## src/hdl/pwrseq_pkg.sv

```systemverilog
package pwrseq_pkg;

	// Sequencer clock rate, also the internal oscillator rate
	localparam int CLK_KHZ = 10000;
	localparam int CYC_PER_US = CLK_KHZ / 1000;

	// Counter width covers the longest programmable period
	localparam int CNT_W = 22;

	// Documented period limits and recommendations, in their own units
	localparam int CAL_MIN_US = 30;
	localparam int CAL_MAX_MS = 300;
	localparam int VCO_MIN_US = 20;
	localparam int VCO_MAX_MS = 200;
	localparam int CAL_CG_US = 300;
	localparam int CAL_JC_MS = 300;
	localparam int VCO_REC_US = 400;

	// Same periods as clock counts
	localparam int CAL_MIN_CYC = CAL_MIN_US * CYC_PER_US;
	localparam int CAL_MAX_CYC = CAL_MAX_MS * CLK_KHZ;
	localparam int VCO_MIN_CYC = VCO_MIN_US * CYC_PER_US;
	localparam int VCO_MAX_CYC = VCO_MAX_MS * CLK_KHZ;
	localparam int CAL_CG_CYC = CAL_CG_US * CYC_PER_US;
	localparam int CAL_JC_CYC = CAL_JC_MS * CLK_KHZ;
	localparam int VCO_REC_CYC = VCO_REC_US * CYC_PER_US;

	// Register byte offsets
	localparam logic [7:0] OFF_CTRL = 8'h00;
	localparam logic [7:0] OFF_CAL1 = 8'h04;
	localparam logic [7:0] OFF_VCO1 = 8'h08;
	localparam logic [7:0] OFF_CAL2 = 8'h0C;
	localparam logic [7:0] OFF_VCO2 = 8'h10;
	localparam logic [7:0] OFF_STAT = 8'h14;

	// Control register fields
	localparam int CTRL_SOFT_RST = 0;
	localparam int CTRL_PAR_START = 1;
	localparam int CTRL_XTAL_USED = 2;
	localparam int CTRL_SA_LSB = 4;
	localparam int CTRL_SB_LSB = 6;

	// Control reset value: serial start, no crystal, both show PLL1 loss of lock
	localparam logic [7:0] CTRL_RST = 8'h00;

	// Status selector codes
	localparam logic [1:0] SEL_LOL1 = 2'h0;
	localparam logic [1:0] SEL_LOL2 = 2'h1;
	localparam logic [1:0] SEL_DONE = 2'h2;

	// Synchroniser lanes
	localparam int SY_PDN = 0;
	localparam int SY_POR = 1;
	localparam int SY_XO = 2;
	localparam int SY_LK1 = 3;
	localparam int SY_PFD = 5;
	localparam int SY_W = 6;

	// Top sequence, Gray along the power-up path
	typedef enum logic [1:0] {
		TOP_OFF = 2'h0,
		TOP_POR = 2'h1,
		TOP_XO = 2'h3,
		TOP_GO = 2'h2
	} top_state_t;

	// Per-PLL sequence, Gray along the bring-up path
	typedef enum logic [2:0] {
		PLL_IDLE = 3'h0,
		PLL_CAL = 3'h1,
		PLL_VCO = 3'h3,
		PLL_LOCK = 3'h2,
		PLL_RUN = 3'h6
	} pll_state_t;

	// Register port request
	typedef struct packed {
		logic [7:0] addr;
		logic [31:0] wdata;
		logic wr;
		logic rd;
	} bus_req_t;

	// Configuration straps
	typedef struct packed {
		logic jitter_clean;
		logic xtal_used;
		logic par_start;
	} cfg_pins_t;

endpackage

```

## src/hdl/pwrseq.sv

```systemverilog
`timescale 1ns/10ps
module pwrseq #(
	parameter int CAL_MAX_CYC = pwrseq_pkg::CAL_MAX_CYC,
	parameter int VCO_MAX_CYC = pwrseq_pkg::VCO_MAX_CYC,
	parameter int CAL_JC_CYC = pwrseq_pkg::CAL_JC_CYC
) (
	input wire logic CLOCK_IN,
	input wire logic NRST_IN,
	input wire logic CE_IN,
	input wire pwrseq_pkg::bus_req_t BUS_REQ_IN,
	output logic [31:0] RDATA_OUT,
	input wire logic POWER_DOWN_N_IN,
	input wire logic POR_OK_IN,
	input wire logic XTAL_AMP_OK_IN,
	input wire logic [1:0] PLL_LOCK_IN,
	input wire logic PFD_CLK_IN,
	input wire pwrseq_pkg::cfg_pins_t CFG_PINS_IN,
	output logic [1:0] PLL_OUT_EN_OUT,
	output logic STATUS_A_OUT,
	output logic STATUS_B_OUT,
	output logic I2C_EN_OUT
);

	localparam int W = pwrseq_pkg::CNT_W;

	// Synchroniser stages and PFD and power-down pin edge history
	logic [pwrseq_pkg::SY_W-1:0] raw_in;
	logic [pwrseq_pkg::SY_W-1:0] sync1_q;
	logic [pwrseq_pkg::SY_W-1:0] sync2_q;
	logic pfd_prev_q;
	logic pdn_prev_q;

	// Decoded pin levels, all after two flops
	logic pd;
	logic por_ok;
	logic xo_ok;
	logic pfd_edge;
	logic pdn_rise;

	// Register file
	logic [7:0] ctrl_q;
	logic [1:0][W-1:0] cal_cnt_q;
	logic [1:0][W-1:0] vco_cnt_q;
	logic soft_q;
	logic [31:0] rdata_q;

	// Sequencer state
	pwrseq_pkg::top_state_t top_q;
	pwrseq_pkg::pll_state_t pll_q [2];
	logic [1:0][W-1:0] cnt_q;
	logic [1:0] en_q;
	logic [1:0] lol_q;
	logic [1:0] start;
	logic abort;
	logic par;
	logic all_done;
	logic [1:0] status_q;

	// Limits as counter-width values
	localparam logic [W-1:0] CAL_LO = W'(pwrseq_pkg::CAL_MIN_CYC);
	localparam logic [W-1:0] CAL_HI = W'(CAL_MAX_CYC);
	localparam logic [W-1:0] VCO_LO = W'(pwrseq_pkg::VCO_MIN_CYC);
	localparam logic [W-1:0] VCO_HI = W'(VCO_MAX_CYC);

	// Software counts are forced into the legal range
	function automatic logic [W-1:0] clamp_cnt(input logic [31:0] v,
		input logic [W-1:0] lo, input logic [W-1:0] hi);
		logic [W-1:0] r;
		r = v[W-1:0];
		if (v < 32'(lo)) begin
			r = lo;
		end else if (v > 32'(hi)) begin
			r = hi;
		end
		return r;
	endfunction

	// Status pin source select
	function automatic logic pick(input logic [1:0] sel,
		input logic [1:0] loss_of_lock, input logic done);
		logic r;
		r = 1'b0;
		case (sel)
			pwrseq_pkg::SEL_LOL1: r = loss_of_lock[0];
			pwrseq_pkg::SEL_LOL2: r = loss_of_lock[1];
			pwrseq_pkg::SEL_DONE: r = done;
			default: r = 1'b0;
		endcase
		return r;
	endfunction

	assign raw_in = {PFD_CLK_IN, PLL_LOCK_IN, XTAL_AMP_OK_IN, POR_OK_IN,
		POWER_DOWN_N_IN};

	// Two-flop synchronisers for the power-down, supply, crystal, lock and PFD pins; the straps are sampled directly
	always_ff @(posedge CLOCK_IN) begin
		if (!NRST_IN) begin
			sync1_q <= '0;
			sync2_q <= '0;
		end else if (CE_IN) begin
			sync1_q <= raw_in;
			sync2_q <= sync1_q;
		end
	end

	// Edge history taken from the second stage only
	always_ff @(posedge CLOCK_IN) begin
		if (!NRST_IN) begin
			pfd_prev_q <= 1'b0;
			pdn_prev_q <= 1'b0;
		end else if (CE_IN) begin
			pfd_prev_q <= sync2_q[pwrseq_pkg::SY_PFD];
			pdn_prev_q <= sync2_q[pwrseq_pkg::SY_PDN];
		end
	end

	assign pd = !sync2_q[pwrseq_pkg::SY_PDN];
	assign por_ok = sync2_q[pwrseq_pkg::SY_POR];
	assign xo_ok = sync2_q[pwrseq_pkg::SY_XO];
	assign pfd_edge = sync2_q[pwrseq_pkg::SY_PFD] & !pfd_prev_q;
	assign pdn_rise = sync2_q[pwrseq_pkg::SY_PDN] & !pdn_prev_q;
	assign par = ctrl_q[pwrseq_pkg::CTRL_PAR_START];

	// Register writes; straps reload on every pin release
	always_ff @(posedge CLOCK_IN) begin
		if (!NRST_IN) begin
			ctrl_q <= pwrseq_pkg::CTRL_RST;
			cal_cnt_q[0] <= W'(pwrseq_pkg::CAL_CG_CYC);
			cal_cnt_q[1] <= W'(pwrseq_pkg::CAL_CG_CYC);
			vco_cnt_q[0] <= W'(pwrseq_pkg::VCO_REC_CYC);
			vco_cnt_q[1] <= W'(pwrseq_pkg::VCO_REC_CYC);
			soft_q <= 1'b0;
		end else if (CE_IN) begin
			soft_q <= 1'b0;
			if (pdn_rise) begin
				ctrl_q <= pwrseq_pkg::CTRL_RST;
				ctrl_q[pwrseq_pkg::CTRL_PAR_START] <= CFG_PINS_IN.par_start;
				ctrl_q[pwrseq_pkg::CTRL_XTAL_USED] <= CFG_PINS_IN.xtal_used;
				// jitter cleaner wants the long period
				if (CFG_PINS_IN.jitter_clean) begin
					cal_cnt_q[0] <= W'(CAL_JC_CYC);
					cal_cnt_q[1] <= W'(CAL_JC_CYC);
				end else begin
					cal_cnt_q[0] <= W'(pwrseq_pkg::CAL_CG_CYC);
					cal_cnt_q[1] <= W'(pwrseq_pkg::CAL_CG_CYC);
				end
				vco_cnt_q[0] <= W'(pwrseq_pkg::VCO_REC_CYC);
				vco_cnt_q[1] <= W'(pwrseq_pkg::VCO_REC_CYC);
			end else if (BUS_REQ_IN.wr && !pd) begin
				case (BUS_REQ_IN.addr)
					pwrseq_pkg::OFF_CTRL: begin
						ctrl_q <= BUS_REQ_IN.wdata[7:0];
						// Soft reset bit is a pulse, never stored
						ctrl_q[pwrseq_pkg::CTRL_SOFT_RST] <= 1'b0;
						soft_q <= BUS_REQ_IN.wdata[pwrseq_pkg::CTRL_SOFT_RST];
					end
					pwrseq_pkg::OFF_CAL1: cal_cnt_q[0] <=
						clamp_cnt(BUS_REQ_IN.wdata, CAL_LO, CAL_HI);
					pwrseq_pkg::OFF_VCO1: vco_cnt_q[0] <=
						clamp_cnt(BUS_REQ_IN.wdata, VCO_LO, VCO_HI);
					pwrseq_pkg::OFF_CAL2: cal_cnt_q[1] <=
						clamp_cnt(BUS_REQ_IN.wdata, CAL_LO, CAL_HI);
					pwrseq_pkg::OFF_VCO2: vco_cnt_q[1] <=
						clamp_cnt(BUS_REQ_IN.wdata, VCO_LO, VCO_HI);
					default: begin
						// Unmapped or read-only: ignored
					end
				endcase
			end
		end
	end

	// Read data one cycle after the strobe; zero while powered down
	always_ff @(posedge CLOCK_IN) begin
		if (!NRST_IN) begin
			rdata_q <= '0;
		end else if (CE_IN) begin
			rdata_q <= '0;
			if (BUS_REQ_IN.rd && !pd) begin
				case (BUS_REQ_IN.addr)
					pwrseq_pkg::OFF_CTRL: rdata_q <= 32'(ctrl_q);
					pwrseq_pkg::OFF_CAL1: rdata_q <= 32'(cal_cnt_q[0]);
					pwrseq_pkg::OFF_VCO1: rdata_q <= 32'(vco_cnt_q[0]);
					pwrseq_pkg::OFF_CAL2: rdata_q <= 32'(cal_cnt_q[1]);
					pwrseq_pkg::OFF_VCO2: rdata_q <= 32'(vco_cnt_q[1]);
					pwrseq_pkg::OFF_STAT: rdata_q <= 32'({lol_q, en_q,
						pll_q[1], pll_q[0], top_q});
					default: rdata_q <= '0;
				endcase
			end
		end
	end

	// Top sequence: power-down, supply monitor, crystal
	always_ff @(posedge CLOCK_IN) begin
		if (!NRST_IN) begin
			top_q <= pwrseq_pkg::TOP_OFF;
		end else if (CE_IN) begin
			if (pd) begin
				top_q <= pwrseq_pkg::TOP_OFF;
			end else if (!por_ok || soft_q) begin
				top_q <= pwrseq_pkg::TOP_POR;
			end else begin
				case (top_q)
					pwrseq_pkg::TOP_OFF: top_q <= pwrseq_pkg::TOP_POR;
					pwrseq_pkg::TOP_POR: top_q <= pwrseq_pkg::TOP_XO;
					pwrseq_pkg::TOP_XO: begin
						if (!ctrl_q[pwrseq_pkg::CTRL_XTAL_USED] || xo_ok) begin
							top_q <= pwrseq_pkg::TOP_GO;
						end
					end
					pwrseq_pkg::TOP_GO: top_q <= pwrseq_pkg::TOP_GO;
					default: top_q <= pwrseq_pkg::TOP_OFF;
				endcase
			end
		end
	end

	// any drop out of GO aborts both PLLs
	assign abort = top_q != pwrseq_pkg::TOP_GO;
	assign start[0] = !abort;
	// serial start waits for PLL1 lock
	assign start[1] = !abort && (par || pll_q[0] == pwrseq_pkg::PLL_RUN);
	assign all_done = pll_q[0] == pwrseq_pkg::PLL_RUN &&
		pll_q[1] == pwrseq_pkg::PLL_RUN;

	// One bring-up engine per PLL
	for (genvar i = 0; i < 2; i++) begin : g_pll
		// calibration then VCO wait, own counts each
		always_ff @(posedge CLOCK_IN) begin
			if (!NRST_IN) begin
				pll_q[i] <= pwrseq_pkg::PLL_IDLE;
				cnt_q[i] <= '0;
				en_q[i] <= 1'b0;
				lol_q[i] <= 1'b1;
			end else if (CE_IN) begin
				if (abort) begin
					// outputs off, engine back to idle
					pll_q[i] <= pwrseq_pkg::PLL_IDLE;
					cnt_q[i] <= '0;
					en_q[i] <= 1'b0;
					lol_q[i] <= 1'b1;
				end else begin
					case (pll_q[i])
						pwrseq_pkg::PLL_IDLE: begin
							if (start[i]) begin
								pll_q[i] <= pwrseq_pkg::PLL_CAL;
								cnt_q[i] <= cal_cnt_q[i] - W'(1);
							end
						end
						pwrseq_pkg::PLL_CAL: begin
							if (cnt_q[i] == '0) begin
								pll_q[i] <= pwrseq_pkg::PLL_VCO;
								cnt_q[i] <= vco_cnt_q[i] - W'(1);
							end else begin
								cnt_q[i] <= cnt_q[i] - W'(1);
							end
						end
						pwrseq_pkg::PLL_VCO: begin
							if (cnt_q[i] == '0) begin
								pll_q[i] <= pwrseq_pkg::PLL_LOCK;
								en_q[i] <= 1'b1;
							end else begin
								cnt_q[i] <= cnt_q[i] - W'(1);
							end
						end
						pwrseq_pkg::PLL_LOCK: begin
							// clear at PFD edge after lock
							if (sync2_q[pwrseq_pkg::SY_LK1 + i] && pfd_edge) begin
								pll_q[i] <= pwrseq_pkg::PLL_RUN;
								lol_q[i] <= 1'b0;
							end
						end
						pwrseq_pkg::PLL_RUN: begin
							// Lost lock shows at once; outputs stay up
							lol_q[i] <= !sync2_q[pwrseq_pkg::SY_LK1 + i];
						end
						default: pll_q[i] <= pwrseq_pkg::PLL_IDLE;
					endcase
				end
			end
		end

		// indicator follows PFD edge after lock
		a_lol_release: assert property (@(posedge CLOCK_IN)
			disable iff (!NRST_IN)
			CE_IN && !abort && pll_q[i] == pwrseq_pkg::PLL_LOCK &&
			sync2_q[pwrseq_pkg::SY_LK1 + i] && pfd_edge |=>
			!lol_q[i] && pll_q[i] == pwrseq_pkg::PLL_RUN)
			else $error("lock indicator not cleared");

		a_out_enable: assert property (@(posedge CLOCK_IN)
			disable iff (!NRST_IN)
			en_q[i] == (pll_q[i] == pwrseq_pkg::PLL_LOCK ||
			pll_q[i] == pwrseq_pkg::PLL_RUN))
			else $error("output enable out of step");
	end

	// Status pins, registered
	always_ff @(posedge CLOCK_IN) begin
		if (!NRST_IN) begin
			status_q <= 2'h3;
		end else if (CE_IN) begin
			status_q[0] <= pick(ctrl_q[pwrseq_pkg::CTRL_SA_LSB +: 2],
				lol_q, all_done);
			status_q[1] <= pick(ctrl_q[pwrseq_pkg::CTRL_SB_LSB +: 2],
				lol_q, all_done);
		end
	end

	assign RDATA_OUT = rdata_q;
	assign PLL_OUT_EN_OUT = en_q;
	assign STATUS_A_OUT = status_q[0];
	assign STATUS_B_OUT = status_q[1];
	assign I2C_EN_OUT = sync2_q[pwrseq_pkg::SY_PDN];

	a_por_hold: assert property (@(posedge CLOCK_IN)
		disable iff (!NRST_IN)
		CE_IN && !por_ok |=> top_q != pwrseq_pkg::TOP_GO)
		else $error("sequence left reset without supplies");

	a_xtal_gate: assert property (@(posedge CLOCK_IN)
		disable iff (!NRST_IN)
		CE_IN && !pd && por_ok && !soft_q &&
		top_q == pwrseq_pkg::TOP_XO &&
		ctrl_q[pwrseq_pkg::CTRL_XTAL_USED] && !xo_ok |=>
		top_q == pwrseq_pkg::TOP_XO)
		else $error("crystal gate passed without swing");

	a_cal_to_vco: assert property (@(posedge CLOCK_IN)
		disable iff (!NRST_IN)
		CE_IN && !abort && pll_q[0] == pwrseq_pkg::PLL_CAL &&
		cnt_q[0] == '0 |=> pll_q[0] == pwrseq_pkg::PLL_VCO &&
		cnt_q[0] == $past(vco_cnt_q[0]) - W'(1))
		else $error("calibration end mishandled");

	a_vco_done: assert property (@(posedge CLOCK_IN)
		disable iff (!NRST_IN)
		CE_IN && !abort && pll_q[0] == pwrseq_pkg::PLL_VCO &&
		cnt_q[0] == '0 |=> en_q[0] && lol_q[0])
		else $error("outputs not raised after wait");

	a_pll2_cal: assert property (@(posedge CLOCK_IN)
		disable iff (!NRST_IN)
		CE_IN && start[1] && pll_q[1] == pwrseq_pkg::PLL_IDLE |=>
		pll_q[1] == pwrseq_pkg::PLL_CAL &&
		cnt_q[1] == $past(cal_cnt_q[1]) - W'(1))
		else $error("second calibration count wrong");

	a_serial_wait: assert property (@(posedge CLOCK_IN)
		disable iff (!NRST_IN)
		CE_IN && !par && pll_q[0] != pwrseq_pkg::PLL_RUN &&
		pll_q[1] == pwrseq_pkg::PLL_IDLE |=>
		pll_q[1] == pwrseq_pkg::PLL_IDLE)
		else $error("second PLL started before first lock");

	a_parallel_go: assert property (@(posedge CLOCK_IN)
		disable iff (!NRST_IN)
		CE_IN && par && !abort && pll_q[1] == pwrseq_pkg::PLL_IDLE |=>
		pll_q[1] == pwrseq_pkg::PLL_CAL)
		else $error("parallel start missed");

	a_pd_abort: assert property (@(posedge CLOCK_IN)
		disable iff (!NRST_IN)
		CE_IN && pd |=> top_q == pwrseq_pkg::TOP_OFF ##1
		(!CE_IN || en_q == 2'h0))
		else $error("power-down did not stop sequence");

	a_strap_load: assert property (@(posedge CLOCK_IN)
		disable iff (!NRST_IN)
		CE_IN && pdn_rise |=>
		par == $past(CFG_PINS_IN.par_start) &&
		top_q == pwrseq_pkg::TOP_POR)
		else $error("strap values not loaded");

	a_port_dark: assert property (@(posedge CLOCK_IN)
		disable iff (!NRST_IN)
		CE_IN && pd && BUS_REQ_IN.rd |-> !I2C_EN_OUT ##1 RDATA_OUT == 32'h0)
		else $error("register port live in power-down");

	a_soft_rerun: assert property (@(posedge CLOCK_IN)
		disable iff (!NRST_IN)
		CE_IN && soft_q && !pd |=> top_q == pwrseq_pkg::TOP_POR ##1
		(!CE_IN || pll_q[0] == pwrseq_pkg::PLL_IDLE))
		else $error("soft reset did not restart");

endmodule

```

## config.mk

```make
export PLATFORM = sky130hd
export DESIGN_NAME = pwrseq
export DESIGN_NICKNAME = d
export VERILOG_FILES = /design/src/hdl/pwrseq_pkg.sv /design/src/hdl/pwrseq.sv
export SDC_FILE = /design/constraint.sdc
export NUM_CORES = 1
export LEC_CHECK = 0
export ABC_CLOCK_PERIOD_IN_PS = 2600
export BUFFER_PORTS_ARGS = -buffer_cell sky130_fd_sc_hd__buf_2
export CAP_MARGIN = 20
export CORE_AREA = 2 2 156 158
export CTS_BUF_LIST = sky130_fd_sc_hd__clkbuf_16
export CTS_CLUSTER_DIAMETER = 40
export DETAILED_ROUTE_END_ITERATION = 10
export DIE_AREA = 0 0 158 160
export PLACE_DENSITY = 0.71
export RECOVER_POWER = 50
export SLEW_MARGIN = 15
export SYNTH_ARGS = -nofsm -noshare
export SYNTH_HDL_FRONTEND = slang
export SYNTH_SLANG_ARGS = --single-unit
```

## constraint.sdc

```tcl
create_clock -name CLOCK_IN -period 2.6 [get_ports CLOCK_IN]
set_clock_uncertainty 0.15 [all_clocks]
set_input_delay 0.13 -clock CLOCK_IN [delete_from_list [all_inputs] [get_ports CLOCK_IN]]
set_output_delay 0.13 -clock CLOCK_IN [all_outputs]
set_load 0.05 [all_outputs]
```

==> metrics.csv <==
metric;value;unit
max-slew violations;0;
crit-path cells;dlygate4sd3_1 > clkbuf_2 > nor4_1 > nand4b_1 > a2111o_1 > o211a_2 > buf_4 > o21ai_0 > a21oi_1;
H-tree level count;4;
Root Buffer;clkbuf_16;
Num CTS Buffers;17;
multi-input combinational cell area;7320;um^2
core box area;23820;um^2
worst endpoint required time;2.75;ns
initial antenna violation count;2;
Total GRT Usage;34.55;%
die width;158;um
DP Worst Slack;-0.03854;ns
GRT Residual Overflow;0;
vias in the first global route;11470;
num ports;91;
Layout Nets;1717;
Largest stage delay, worst path;0.56;ns
status;completed;
Die Y;160;um
Synth-to-Final Area Change;22.79;%
setup TNS;0;ns
Worst-Margin Slew;0.8557;ns
hold crit path type;in2reg;
Setup violations, final;0;
sequential cell area;3864;um^2
Tmin final;2.522;ns
simple-gate portion of the synthesized area;25.89;%
die area;25280;um^2
Clock Path Buffers;2;
register area share after synthesis;33.34;%
M1 wire length;17.88;mm
pwr dens;424.6;nW/um^2
metal2 WL;19.73;mm
Max-slew headroom;42.96;%
commonest non-fill, non-tap cell in the layout;dfxtp_1;
global placement routability congestion;1.005;
Final Hold Vio Count;0;
Crit Path Max Fanout;7;
post-detail-place hpwl;33.43;mm
EDFF count, synth;6;
CP Launch Type;primary input;
max cap viols;0;
total power;6043;uW
Clk Latency, worst-skew pair;0.45;ns
synthesized-area fraction occupied by adder cells;0.6477;%
Port Buf Inserts;80;
crit path kind;in2reg;
worst vdd ir;365.7;uV
mux cell area share after synthesis;6.348;%
PnR worst setup slack;0.07822;ns
CTS Sinks;190;
Reg clk slew, reported paths;0.07;ns
Leakage;0.005489;uW
Synth Instances;1457;
Initial Util;48.66;%
crit end category;flop;
CTS tree;yes;
Crit-path slowest cell;dlygate4sd3_1;
main combinational cell family by area after synthesis;simple AND/OR/NAND/NOR gates;
Crit path arrival time;2.67;ns
Synth async-reset ratio;0;%
row cnt;57;
largest net degree at the start of global routing;80;
Iter 0 DRT Violations;1817;
most frequent cells in the layout;dfxtp_1, nor2_1, buf_4;
Detail Route Antenna Nets;0;
Routed WL;44.25;mm
drt pass-1 iters;6;
CP delay by family, top;compound AO/OA/AOI/OAI gates;
register bit total from synthesis;190;
Antenna diodes;0;
share of layout cells above drive strength 1;18.32;%
synth warn;0;
Syn Std Cell Area;11590;um^2
fin crit share;96.99;%
Avg Inst Size Synth;7.955;um^2
Vias/cell;6.350;
DR DRC count;0;
ys flop type;dfxtp_1;
wire length of the first global-routing pass;66.88;mm
fillcell total;2144;
post-synthesis cell type count;82;
routed via count;12662;
Worst Path Buf+Inv;3;
WL met3;4.565;mm
fin util;59.74;%
fmax;396.5;MHz
compound-gate portion of the synthesized area;21.68;%
hold slack;0.02374;ns
Routed wire per std cell;22.19;um
Synth Area in XOR/XNOR;7.179;%
Top Metal Used;met4;
[cell type report]
type	instances	area share, %
multi-input combinational	1143	51.43
clock inverter	15	0.8792
timing repair buffer	279	14.01
clock buffer	17	2.989
tap	324	2.849
sequential	190	27.15
inverter	26	0.6858
[cell usage after synthesis, types with 13 or more instances]
cell / n / area share [%]
o21ai_0: 91 / 3.9
mux2_2: 14 / 1.4
or4_1: 25 / 1.6
mux2i_1: 42 / 3.6
nand2_1: 128 / 4.1
or3_1: 18 / 0.97
o211ai_1: 17 / 1.1
o31ai_1: 16 / 1.0
xor2_1: 38 / 2.9
nor3_1: 52 / 2.2
nor2_1: 150 / 4.9
a21oi_1: 78 / 3.4
dfxtp_1: 184 / 32
nor2b_1: 13 / 0.70
a211oi_1: 13 / 0.84
nand3_1: 71 / 3.1
xnor2_1: 57 / 4.3
inv_1: 26 / 0.84
clkbuf_1: 84 / 2.7
nor4_1: 43 / 2.3
a32o_1: 14 / 1.2
a22oi_1: 35 / 2.3
nand3b_1: 13 / 0.84
nand4_1: 18 / 0.97
[sequential cells by signal, summed over array words and instances, names as in the netlist]
signal          count
cal_cnt_q          44
cnt_q              44
vco_cnt_q          44
RDATA_OUT          22
ctrl_q              7
pll_q               6
sync1_q             6
sync2_q             6
PLL_OUT_EN_OUT      2
lol_q               2
status_q            2
top_q               2
pdn_prev_q          1
pfd_prev_q          1
soft_q              1
[final timing paths]
check	startpoint	endpoint	slack (ns)	depth (start not counted)
worst min register to register	cnt_q[34]	cnt_q[34]	0.33	2
worst max-delay path	BUS_REQ_IN[16]	cal_cnt_q[40]	0.08	9
worst max register to register	cal_cnt_q[22]	cnt_q[36]	0.09	8
worst min-delay path	CFG_PINS_IN[2]	cal_cnt_q[43]	0.02	5
[worst register-to-register path: stages (launching register included)]
cell and delay, ns:
dfxtp_1 0.34, inv_1 0.08, ha_1 0.17, or3b_2 0.47, or3_4 0.38, or3_1 0.33, xor2_1 0.14, a21oi_1 0.08
a32o_1 0.25
[cell families after synthesis]
logic type	count (synthesis)
muxes	63
other	1
and+or+nand+nor	595
xor gates and xnor gates	95
adders and majority gates	6
AOI/OAI and AO/OA	374
DFF	190
buffers and inverters	133
[where the power goes]
group	switching, uW	internal (uW)	total (uW)
clock	1300	1260	2560
combinational	342	190	532
sequential	15.3	2940	2950
[through the flow]
| step | cells | area (um^2) |
|---|---|---|
| after detailed placement | 1929 | 13300 |
| after CTS | 1993 | 14180 |
| after floorplan | 1466 | 11620 |
| after global placement | 1929 | 13300 |
| after global routing | 1994 | 14230 |
| final | 1994 | 14230 |
[repair_timing]
action,in CTS,in global routing
setup endpoints to repair,2,36
buffers inserted,0,1
pin swaps,0,2
hold endpoints to repair,69,0
hold buffers,32,0
resized for setup,1,26
[metal layers]
layer	global-route usage (%)	vias up
li1	-	5801
met1	47.66	5999
met2	52.35	740
met3	6.947	122
met4	14.86	0
met5	0	-
(Power assumes the default switching activity.)
